File: src/rtl/trace_port_defs.svh
`ifndef TRACE_PORT_DEFS_SVH
`define TRACE_PORT_DEFS_SVH

// ==========================================================================
// Trace period
// ==========================================================================
`define TP_PERIOD_CYCLES 4

// ==========================================================================
// Register offsets (byte addresses)
// ==========================================================================
`define TP_OFF_CTRL 8'h00
`define TP_OFF_TRIG_EN 8'h04
`define TP_OFF_STATUS 8'h08
`define TP_OFF_MASK 8'h0c
`define TP_OFF_INFO 8'h10

// ==========================================================================
// Field positions
// ==========================================================================
`define TP_CTRL_EN_BIT 0
`define TP_ST_TRIG_IN_BIT 0
`define TP_ST_DBG_EVT_BIT 1
`define TP_ST_OFF_BIT 2
`define TP_ST_W 3
`define TP_INFO_PHASE_LSB 0
`define TP_INFO_PEND_BIT 4
`define TP_INFO_KIND_LSB 16

// ==========================================================================
// Event-type bit positions
// ==========================================================================
`define TP_KIND_INSN_ADDR_MATCH_1 0
`define TP_KIND_DATA_ADDR_MATCH_1_READ 4
`define TP_KIND_TRAP 8
`define TP_KIND_INTERRUPT_EVENT 9
`define TP_KIND_UNCOND_DEBUG_EVENT 10
`define TP_KIND_RETURN_EVENT 11

// ==========================================================================
// Reset values and codes
// ==========================================================================
`define TP_CTRL_RST 1'b1
`define TP_TRIG_EN_RST 16'hffff
`define TP_MASK_RST 3'h0
`define TP_TRIG_CODE 4'h1
`define TP_IDLE_EXEC 5'h00
`define TP_IDLE_BRANCH 3'h0
`define TP_IDLE_TRACE 7'h00

`endif

File: src/rtl/trace_port_pkg.sv
package trace_port_pkg;

  // ========================================================================
  // Status words handed over by the core pipeline each cycle
  // ========================================================================
  typedef struct packed {
    logic [4:0] exec_status;
    logic [2:0] branch_status;
    logic [6:0] trace_status_field;
  } core_trace_t;

  // ========================================================================
  // Position within the four-cycle trace period
  // ========================================================================
  typedef enum logic [3:0] {
    PH_0 = 4'b0001,
    PH_1 = 4'b0010,
    PH_2 = 4'b0100,
    PH_3 = 4'b1000
  } phase_t;

endpackage

File: src/rtl/processor_trace_port.sv
// Behaviour
// - Fresh status published once per four-cycle period
// - Period strobe rises at each period start
// - Three-bit branch status per trace period
// - Five-bit execution status updated with strobe
// - Seven-bit trace status for flow rebuild
// - Trigger output summarises enabled debug events
// - Fourteen-bit bus names the causing event
// - Event bits: compares, trap, interrupt, debug, return
// - Trigger input inserts code in low bits
// - Internal trigger code aligns with current broadcast
// - External trigger code joins current instruction
// - Trace disable input suppresses strobe and status outputs
//
// The strobed register port and the address map were left to the implementer.
`timescale 1ns/1ps
`include "trace_port_defs.svh"

module processor_trace_port #(
  parameter int KIND_W = 14
) (
  input wire logic core_clk_in,
  input wire logic rst_n_in,
  input wire trace_port_pkg::core_trace_t core_trace_in,
  input wire logic [KIND_W-1:0] debug_event_in,
  input wire logic trigger_event_in,
  input wire logic trace_off_in,
  input wire logic [7:0] reg_addr_in,
  input wire logic [31:0] reg_wdata_in,
  input wire logic reg_wr_in,
  input wire logic reg_rd_in,
  output logic [31:0] reg_rdata_out,
  output logic trace_period_strobe_out,
  output logic [2:0] branch_status_out,
  output logic [4:0] exec_status_out,
  output logic [6:0] trace_status_out,
  output logic trigger_event_out,
  output logic [KIND_W-1:0] trigger_event_kind_out,
  output logic irq_out
);

  // ========================================================================
  // Elaboration checks
  // ========================================================================
  // The event map needs twelve defined bits and the info register has room
  // for sixteen.
  if (KIND_W < 12 || KIND_W > 16)
  begin : g_kind_w_check
    $error("KIND_W must lie between 12 and 16");
  end

  // The phase register walks exactly four one-hot states, so any other
  // period length would need a different divider.
  if (`TP_PERIOD_CYCLES != 4)
  begin : g_period_check
    $error("The trace period must span four cycles");
  end

  // ========================================================================
  // Declarations
  // ========================================================================
  trace_port_pkg::phase_t phase;
  trace_port_pkg::phase_t next_phase;
  logic ctrl_en;
  logic [KIND_W-1:0] trig_en;
  logic [`TP_ST_W-1:0] status;
  logic [`TP_ST_W-1:0] mask;
  logic [`TP_ST_W-1:0] next_status;
  logic [`TP_ST_W-1:0] status_set;
  logic [`TP_ST_W-1:0] status_clr;
  logic trig_pend;
  logic live;
  logic period_end;
  logic trig_now;
  logic [KIND_W-1:0] kind_hit;
  logic wr_ctrl;
  logic wr_trig_en;
  logic wr_status;
  logic wr_mask;
  logic [31:0] next_rdata;
  logic [6:0] next_trace_status;
  logic next_strobe;

  // ========================================================================
  // Period divider
  // ========================================================================
  // The phase walks PH_0..PH_3 and the broadcast happens on the edge that
  // leaves PH_3, so the new words are visible throughout PH_0..PH_3.
  always_comb
  begin
    case (phase)
      trace_port_pkg::PH_0: next_phase = trace_port_pkg::PH_1;
      trace_port_pkg::PH_1: next_phase = trace_port_pkg::PH_2;
      trace_port_pkg::PH_2: next_phase = trace_port_pkg::PH_3;
      trace_port_pkg::PH_3: next_phase = trace_port_pkg::PH_0;
      default: next_phase = trace_port_pkg::PH_0;
    endcase
  end

  always_ff @(posedge core_clk_in or negedge rst_n_in)
  begin
    if (!rst_n_in)
    begin
      phase <= trace_port_pkg::PH_0;
    end
    else
    begin
      phase <= next_phase;
    end
  end

  assign period_end = (phase == trace_port_pkg::PH_3);
  assign live = ctrl_en && !trace_off_in;

  // ========================================================================
  // Trigger capture
  // ========================================================================
  // A trigger seen anywhere in the period is held and folded into the next
  // broadcast, which also forgives a return path of up to three cycles.
  assign trig_now = trig_pend || trigger_event_in;

  always_ff @(posedge core_clk_in or negedge rst_n_in)
  begin
    if (!rst_n_in)
    begin
      trig_pend <= 1'b0;
    end
    else if (period_end)
    begin
      trig_pend <= 1'b0;
    end
    else if (trigger_event_in)
    begin
      trig_pend <= 1'b1;
    end
  end

  always_comb
  begin
    next_trace_status = core_trace_in.trace_status_field;
    if (trig_now)
    begin
      next_trace_status[3:0] = `TP_TRIG_CODE;
    end
  end

  // ========================================================================
  // Trace broadcast
  // ========================================================================
  always_ff @(posedge core_clk_in or negedge rst_n_in)
  begin
    if (!rst_n_in)
    begin
      exec_status_out <= `TP_IDLE_EXEC;
      branch_status_out <= `TP_IDLE_BRANCH;
      trace_status_out <= `TP_IDLE_TRACE;
    end
    else if (!live)
    begin
      exec_status_out <= `TP_IDLE_EXEC;
      branch_status_out <= `TP_IDLE_BRANCH;
      trace_status_out <= `TP_IDLE_TRACE;
    end
    else if (period_end)
    begin
      exec_status_out <= core_trace_in.exec_status;
      branch_status_out <= core_trace_in.branch_status;
      trace_status_out <= next_trace_status;
    end
  end

  // The strobe is high for the first half of each period so that its rising
  // edge marks the start; it is a data signal, not a clock.
  // It stays high in PH_0 only when it was raised at the boundary, so a reset
  // release or a late enable never shows a rise that no broadcast goes with.
  always_comb
  begin
    next_strobe = 1'b0;
    if (live && period_end)
    begin
      next_strobe = 1'b1;
    end
    else if (live && phase == trace_port_pkg::PH_0)
    begin
      next_strobe = trace_period_strobe_out;
    end
  end

  always_ff @(posedge core_clk_in or negedge rst_n_in)
  begin
    if (!rst_n_in)
    begin
      trace_period_strobe_out <= 1'b0;
    end
    else
    begin
      trace_period_strobe_out <= next_strobe;
    end
  end

  // ========================================================================
  // Debug trigger events
  // ========================================================================
  // Bit order of debug_event_in follows the event map, so enabling and
  // reporting stay a plain per-bit mask.
  // Spare bits above the defined events pass through the same mask, so a
  // core with more events can report them without touching this logic.
  for (genvar b = 0; b < KIND_W; b++)
  begin : g_kind_bit
    assign kind_hit[b] = debug_event_in[b] && trig_en[b];
  end

  always_ff @(posedge core_clk_in or negedge rst_n_in)
  begin
    if (!rst_n_in)
    begin
      trigger_event_out <= 1'b0;
      trigger_event_kind_out <= '0;
    end
    else
    begin
      trigger_event_out <= |kind_hit;
      trigger_event_kind_out <= kind_hit;
    end
  end

  // ========================================================================
  // Register port
  // ========================================================================
  // Writes to unmapped offsets are dropped and reads of them return zero.
  assign wr_ctrl = reg_wr_in && (reg_addr_in == `TP_OFF_CTRL);
  assign wr_trig_en = reg_wr_in && (reg_addr_in == `TP_OFF_TRIG_EN);
  assign wr_status = reg_wr_in && (reg_addr_in == `TP_OFF_STATUS);
  assign wr_mask = reg_wr_in && (reg_addr_in == `TP_OFF_MASK);

  always_ff @(posedge core_clk_in or negedge rst_n_in)
  begin
    if (!rst_n_in)
    begin
      ctrl_en <= `TP_CTRL_RST;
    end
    else if (wr_ctrl)
    begin
      ctrl_en <= reg_wdata_in[`TP_CTRL_EN_BIT];
    end
  end

  always_ff @(posedge core_clk_in or negedge rst_n_in)
  begin
    if (!rst_n_in)
    begin
      trig_en <= KIND_W'(`TP_TRIG_EN_RST);
    end
    else if (wr_trig_en)
    begin
      trig_en <= reg_wdata_in[KIND_W-1:0];
    end
  end

  always_ff @(posedge core_clk_in or negedge rst_n_in)
  begin
    if (!rst_n_in)
    begin
      mask <= `TP_MASK_RST;
    end
    else if (wr_mask)
    begin
      mask <= reg_wdata_in[`TP_ST_W-1:0];
    end
  end

  always_comb
  begin
    next_rdata = 32'h0000_0000;
    case (reg_addr_in)
      `TP_OFF_CTRL: next_rdata[`TP_CTRL_EN_BIT] = ctrl_en;
      `TP_OFF_TRIG_EN: next_rdata[KIND_W-1:0] = trig_en;
      `TP_OFF_STATUS: next_rdata[`TP_ST_W-1:0] = status;
      `TP_OFF_MASK: next_rdata[`TP_ST_W-1:0] = mask;
      `TP_OFF_INFO:
      begin
        next_rdata[`TP_INFO_PHASE_LSB +: 4] = phase;
        next_rdata[`TP_INFO_PEND_BIT] = trig_pend;
        next_rdata[`TP_INFO_KIND_LSB +: KIND_W] = trigger_event_kind_out;
      end
      default: next_rdata = 32'h0000_0000;
    endcase
  end

  // Read data stand only in the cycle after the strobe and read zero
  // otherwise, which keeps stale data off the bus.
  always_ff @(posedge core_clk_in or negedge rst_n_in)
  begin
    if (!rst_n_in)
    begin
      reg_rdata_out <= 32'h0000_0000;
    end
    else if (reg_rd_in)
    begin
      reg_rdata_out <= next_rdata;
    end
    else
    begin
      reg_rdata_out <= 32'h0000_0000;
    end
  end

  // ========================================================================
  // Interrupt status
  // ========================================================================
  always_comb
  begin
    status_set = '0;
    status_set[`TP_ST_TRIG_IN_BIT] = trigger_event_in;
    status_set[`TP_ST_DBG_EVT_BIT] = |kind_hit;
    // The trace-off bit is set again in every cycle that the input stays high,
    // so a clear only sticks once the input has fallen.
    status_set[`TP_ST_OFF_BIT] = trace_off_in;
    status_clr = wr_status ? reg_wdata_in[`TP_ST_W-1:0] : '0;
    // A new event in the clearing cycle survives the clear.
    next_status = (status & ~status_clr) | status_set;
  end

  always_ff @(posedge core_clk_in or negedge rst_n_in)
  begin
    if (!rst_n_in)
    begin
      status <= '0;
    end
    else
    begin
      status <= next_status;
    end
  end

  always_ff @(posedge core_clk_in or negedge rst_n_in)
  begin
    if (!rst_n_in)
    begin
      irq_out <= 1'b0;
    end
    else
    begin
      irq_out <= |(next_status & mask);
    end
  end

endmodule // processor_trace_port

File: config.mk
export PLATFORM = sky130hd
export DESIGN_NAME = processor_trace_port
export DESIGN_NICKNAME = d
export VERILOG_FILES = /design/src/rtl/trace_port_pkg.sv /design/src/rtl/processor_trace_port.sv
export VERILOG_INCLUDE_DIRS = /design/src /design/src/rtl
export SDC_FILE = /design/constraint.sdc
export NUM_CORES = 1
export LEC_CHECK = 0
export BUFFER_PORTS_ARGS = -buffer_cell sky130_fd_sc_hd__buf_2
export CORE_ASPECT_RATIO = 0.8
export CORE_MARGIN = 4
export CORE_UTILIZATION = 40
export CTS_CLUSTER_DIAMETER = 100
export CTS_CLUSTER_SIZE = 28
export DETAILED_ROUTE_END_ITERATION = 10
export GPL_ROUTABILITY_DRIVEN = 0
export PLACE_DENSITY_LB_ADDON = 0.12
export SYNTH_ARGS = -nofsm -noshare
export SYNTH_HDL_FRONTEND = slang
export SYNTH_SLANG_ARGS = --single-unit
export TNS_END_PERCENT = 10
File: constraint.sdc
create_clock -name core_clk_in -period 5.7 [get_ports core_clk_in]
set_clock_uncertainty 0.1 [all_clocks]
set_input_delay 0.285 -clock core_clk_in [delete_from_list [all_inputs] [get_ports core_clk_in]]
set_output_delay 0.285 -clock core_clk_in [all_outputs]
set_load 0.02 [all_outputs]
Word level (Yosys, flattened, before mapping)
Cells that the tools add are included.
{"block": "op_classes", "n_eq_ne": 10, "n_mux": 19, "bitwise": 4, "n_reduce_logical": 27}
{"op": "two-way mux 30 bit", "n": 1}
{"op": "logical AND 1 bit", "n": 21}
{"op": "equality test 8 x 4 -> 1 bit, second input constant", "n": 2}
{"op": "two-way mux 14 bit", "n": 1}
{"op": "two-way mux 7 bit", "n": 2}
{"op": "OR reduction 14 bit", "n": 1}
{"op": "one-hot mux 4 bit (3 select lines)", "n": 1}
{"op": "two-way mux 5 bit", "n": 2}
{"op": "two-way mux 3 bit", "n": 3}
{"op": "two-way mux 9 bit", "n": 1}
{"op": "equality test 8 x 3 -> 1 bit, second input constant", "n": 1}
{"op": "equality test 8 x 5 -> 1 bit, second input constant", "n": 1}
{"op": "zero test 8 bit", "n": 1}
{"op": "one-hot mux 2 bit (4 select lines)", "n": 1}
{"op": "bitwise AND 3 bit", "n": 2}
{"op": "one-hot mux 1 bit (5 select lines)", "n": 1}
{"op": "equality test 4 x 1 -> 1 bit, second input constant", "n": 1}
{"op": "equality test 4 x 2 -> 1 bit, second input constant", "n": 1}
{"op": "equality test 4 x 3 -> 1 bit, second input constant", "n": 1}
{"op": "equality test 4 bit, second input constant", "n": 1}
{"op": "two-way mux 1 bit", "n": 4}
{"op": "two-way mux 4 bit", "n": 1}
{"op": "one-hot mux 2 bit (2 select lines)", "n": 1}
{"op": "NOT 3 bit", "n": 1}
{"op": "other kinds (7)", "n": 7}
{"block": "totals", "regBits": 90, "in_bits": 75, "out_inout_bits": 64, "elab_cells": 74}

Depth between registers and ports, before layout
{"block": "depth", "ltp_word": 8, "mapped_depth": 5, "ltp_nobuf": 4}

Least setup slack after synthesis
OpenSTA, ideal clock, no wires.
{"block": "synth_path", "path_kind": "flip-flop to flip-flop", "from": "reg trig_en[4]", "to": "reg irq_out", "setup_time_ps": 126, "arrival_ps": 1672, "required_time_ps": 5474, "path_slack_ps": 3802, "stages_incl_launch_ff": 5, "n_path_buf": 0, "synth_period_minus_slack_ps": 1898, "cell_sequence": "dfstp_2 a22o_1 or4_4 o41a_1 a221o_1"}
{"block": "synth_via", "elab_chain_cells": 5}
{"item": "from (decl)", "line": "processor_trace_port.sv:65", "text": "logic [KIND_W-1:0] trig_en;"}
{"item": "from (signal assigned)", "line": "processor_trace_port.sv:252", "text": "trig_en <= KIND_W'(`TP_TRIG_EN_RST);"}
{"item": "from (signal assigned)", "line": "processor_trace_port.sv:256", "text": "trig_en <= reg_wdata_in[KIND_W-1:0];"}
{"item": "logical AND 1 bit", "line": "processor_trace_port.sv:210", "text": "assign kind_hit[b] = debug_event_in[b] && trig_en[b];"}
{"item": "OR reduction 14 bit", "line": "processor_trace_port.sv:315", "text": "status_set[`TP_ST_DBG_EVT_BIT] = |kind_hit;"}
{"item": "OR 3 bit", "line": "processor_trace_port.sv:321", "text": "next_status = (status & ~status_clr) | status_set;"}
{"item": "bitwise AND 3 bit", "line": "processor_trace_port.sv:344", "text": "irq_out <= |(next_status & mask);"}
{"item": "OR reduction 3 bit", "line": "processor_trace_port.sv:344"}
{"item": "to (signal assigned)", "line": "processor_trace_port.sv:344"}
{"item": "to (decl)", "line": "processor_trace_port.sv:39", "text": "output logic irq_out"}
Every way passes these cells.
A chain may end at the register's enable or synchronous reset.

Final worst setup path
Same ends and word-level chain as after synthesis.

==> impl_metrics.toml <==
[synth]
synth-seq-cells = 86
synthTopCellsByArea = "dfrtp_1 (52%), dfstp_2 (13%), and2_1 (6.7%), mux2_2 (6.1%), nand2_1 (3.4%)"
synth_common_cells = "dfrtp_1 (70), and2_1 (36), nand2_1 (30)"
synth_top_area_frac = 0.524
ys_warn_count = 0
async_flop_share = 1.00
post_synth_num_cell_types = 48
synth-main-ff-cell = "dfrtp_1"
seq_area_frac_synth = 0.650
synth_top_area_cell = "dfrtp_1"
yosysMostFrequentCell = "dfrtp_1"
synth_area_per_cell_sq_um = 12.9
syn-cell-area_sq_um = 3340
synth_cells = 260
synth_edf_count = 0

[die]
core_sq_um = 8020
io_pins = 139
dieHeight_um = 89.8
rows = 29
initial_utilization = 0.417
die_x_um = 110
dieArea_sq_um = 9890

[sta]
period_needed_ns = 2.00
fmax_ghz = 0.499
maxSlewViolCount = 0
hold_viol_final = 0
grt_setup_unrepaired = "false"
tightestPinTransition_ns = 0.799
relSlewSlack = 0.465
setup_tns_ns = 0
timing.final.crit_share = 0.352
setup_viol = 0
finalWorstSetupSlack_ns = 3.70

[final_layout]
final_core_util = 0.532
synthToLayoutAreaGrowth_pct = 27.6
final_nets = 453
diodes = 0
drive_above_1_share = 0.462

[clock_network]
cts_tree = "built"
cts.clk_slew.worst_paths_ns = 0.09
cts_setup_buffers = 0
cts_resized = 0
insertion_delay_ns = 0.35
clockRootBuffer = "clkbuf_8"
cts.path.max_buffers = 2
cts_buffers = 9
cts-hold-fix-buffers = 1
clock_sinks = 86
cts_max_level = 3

[worst_setup_path]
critPathMaxStageDelay_ns = 0.49
crit_path_start_kind = "flip-flop"
r2r-end = "irq_out"
path_cells = "a22o_1 > or4_4 > o41a_1 > a221o_1"
cpMaxStageDelayCell = "or4_4"
path_max_fanout = 4
worstSetupPathType = "reg2reg"
required_ns = 5.83
r2r_cells = 4
crit_path_end_kind = "flip-flop"
regToRegSetupSlack_ns = 3.70
reg2reg_from = "trig_en[4]"
critPathArrivalTime_ns = 2.13

[placed_design]
port_buffers = 116
hpwl_mm = 5.50
dp_slack_ns = 3.38

[route]
drtIter0Drc = 79
drt-total-wl_mm = 7.36
drt_first_pass_iters = 4
ant_nets = 0
viasPerCell = 4.69
drc = 0
vias = 2305
routedWlPerCell_um = 15.0

[global_routing]
globalRouteOverflowTotal = 0
grt_max_degree = 63
grt_use_total = 0.156
grt_pass1_wl_mm = 11.9
antenna_found_initial = 0
grt_pass1_vias = 2321

[worst_hold_path]
min_to = "trace_status_out[5]"
holdCritStartpoint = "core_trace_in[5]"
hold_class = "in2reg"
whs_path_depth = 3

[power]
p_per_area_nw_per_um2 = 286
p_leak_nw = 2.21
peakVddDrop_mv = 0.167
pwr-share-seq = 0.520
power_frac_comb = 0.068
swShare = 0.217
power.internal_w = 0.000954
pwr-share-clk = 0.413
power.net_switching_w = 0.000265

[flow_run]
maxCapViolCount = 0

[status]
status = "completed"
## registers in the layout, summed over array words and instances (netlist names), 3 cells and up
signal / flops
trigger_event_kind_out: 14
mask: 3
exec_status_out: 5
trig_en: 14
reg_rdata_out: 28
phase: 4
status: 3
trace_status_out: 7
branch_status_out: 3
## logic make-up after synthesis
group           share of synthesized area
other cells                       0.00112
compound gates                     0.0674
simple gates                        0.194
buf+inv                            0.0240
flops                               0.650
mux                                0.0636
## worst max path at each step
stage | startpoint | to | slack (ns) | depth (start not counted)
finish | trig_en[4] | irq_out | 3.70 | 4
global route | trig_en[5] | irq_out | 3.62 | 4
CTS | trig_en[4] | irq_out | 3.67 | 4
detailed placement | reg_addr_in[1] | trig_en[10] | 3.38 | 5
global placement | reg_addr_in[1] | reg_rdata_out[4] | 3.40 | 5
floorplan | trig_en[4] | irq_out | 3.80 | 4
## layer usage
metal  track usage  vias up  routed length, um
met2         0.241       75               3480
met3        0.0695        6                640
li1              -     1121                  -
met5             0        -                  0
met1         0.202     1103               3170
met4        0.0369        0                 70
## cells in the final DEF, fill, tap and decap left out, drive strengths merged, types with 2 or more instances in the layout
cell type,count
buf,118
dfrtp,70
and2,38
nand2,30
mux2,18
dfstp,16
a21oi,15
clkbuf,11
a22oi,5
nor4b,5
nor2,4
conb,4
a22o,4
nor3,3
nor2b,3
nand3,3
bufinv,3
or4,3
nor3b,2
a211oi,2
and3,2
nand4,2
a21o,2
nor4,2
nand3b,2
inv,2
## critical path, delay by kind of cell (launching register included)
kind | cells | cell delay [ns]
and+or+nand+nor | 1 | 0.49
DFF | 1 | 0.39
AOI/OAI and AO/OA | 3 | 0.91
## power by group through the flow
stage	Sequential [W]	Combinational, W	Clock [W]
detailed placement	0.000645	0.0000839	0
floorplan	0.000653	0.0000304	0
global route	0.000636	0.0000926	0.000548
finish	0.000634	0.0000826	0.000503
CTS	0.000634	0.0000847	0.000519
global placement	0.000645	0.0000836	0
## per-stage QoR
| step | power, W | cell area, sq um | instances | hold WS [ns] |
|---|---|---|---|---|
| floorplan | 0.000683 | 3350 | 263 | -0.111 |
| global placement | 0.000728 | 4020 | 474 | 0.110 |
| detailed placement | 0.000729 | 4020 | 474 | 0.113 |
| CTS | 0.00124 | 4260 | 491 | 0.0357 |
| global route | 0.00128 | 4260 | 491 | 0.0309 |
| finish | 0.00122 | 4260 | 491 | 0.0570 |
## cell type report
cell class,instances,area [sq um]
multi-input combinational,161,1110
clock inverter,5,106
timing repair buffer,119,608
tap,108,135
clock buffer,11,131
sequential,86,2170
inverter,1,3.75
fill,766,3760
Note: power is estimated with default switching activity, not from simulation.
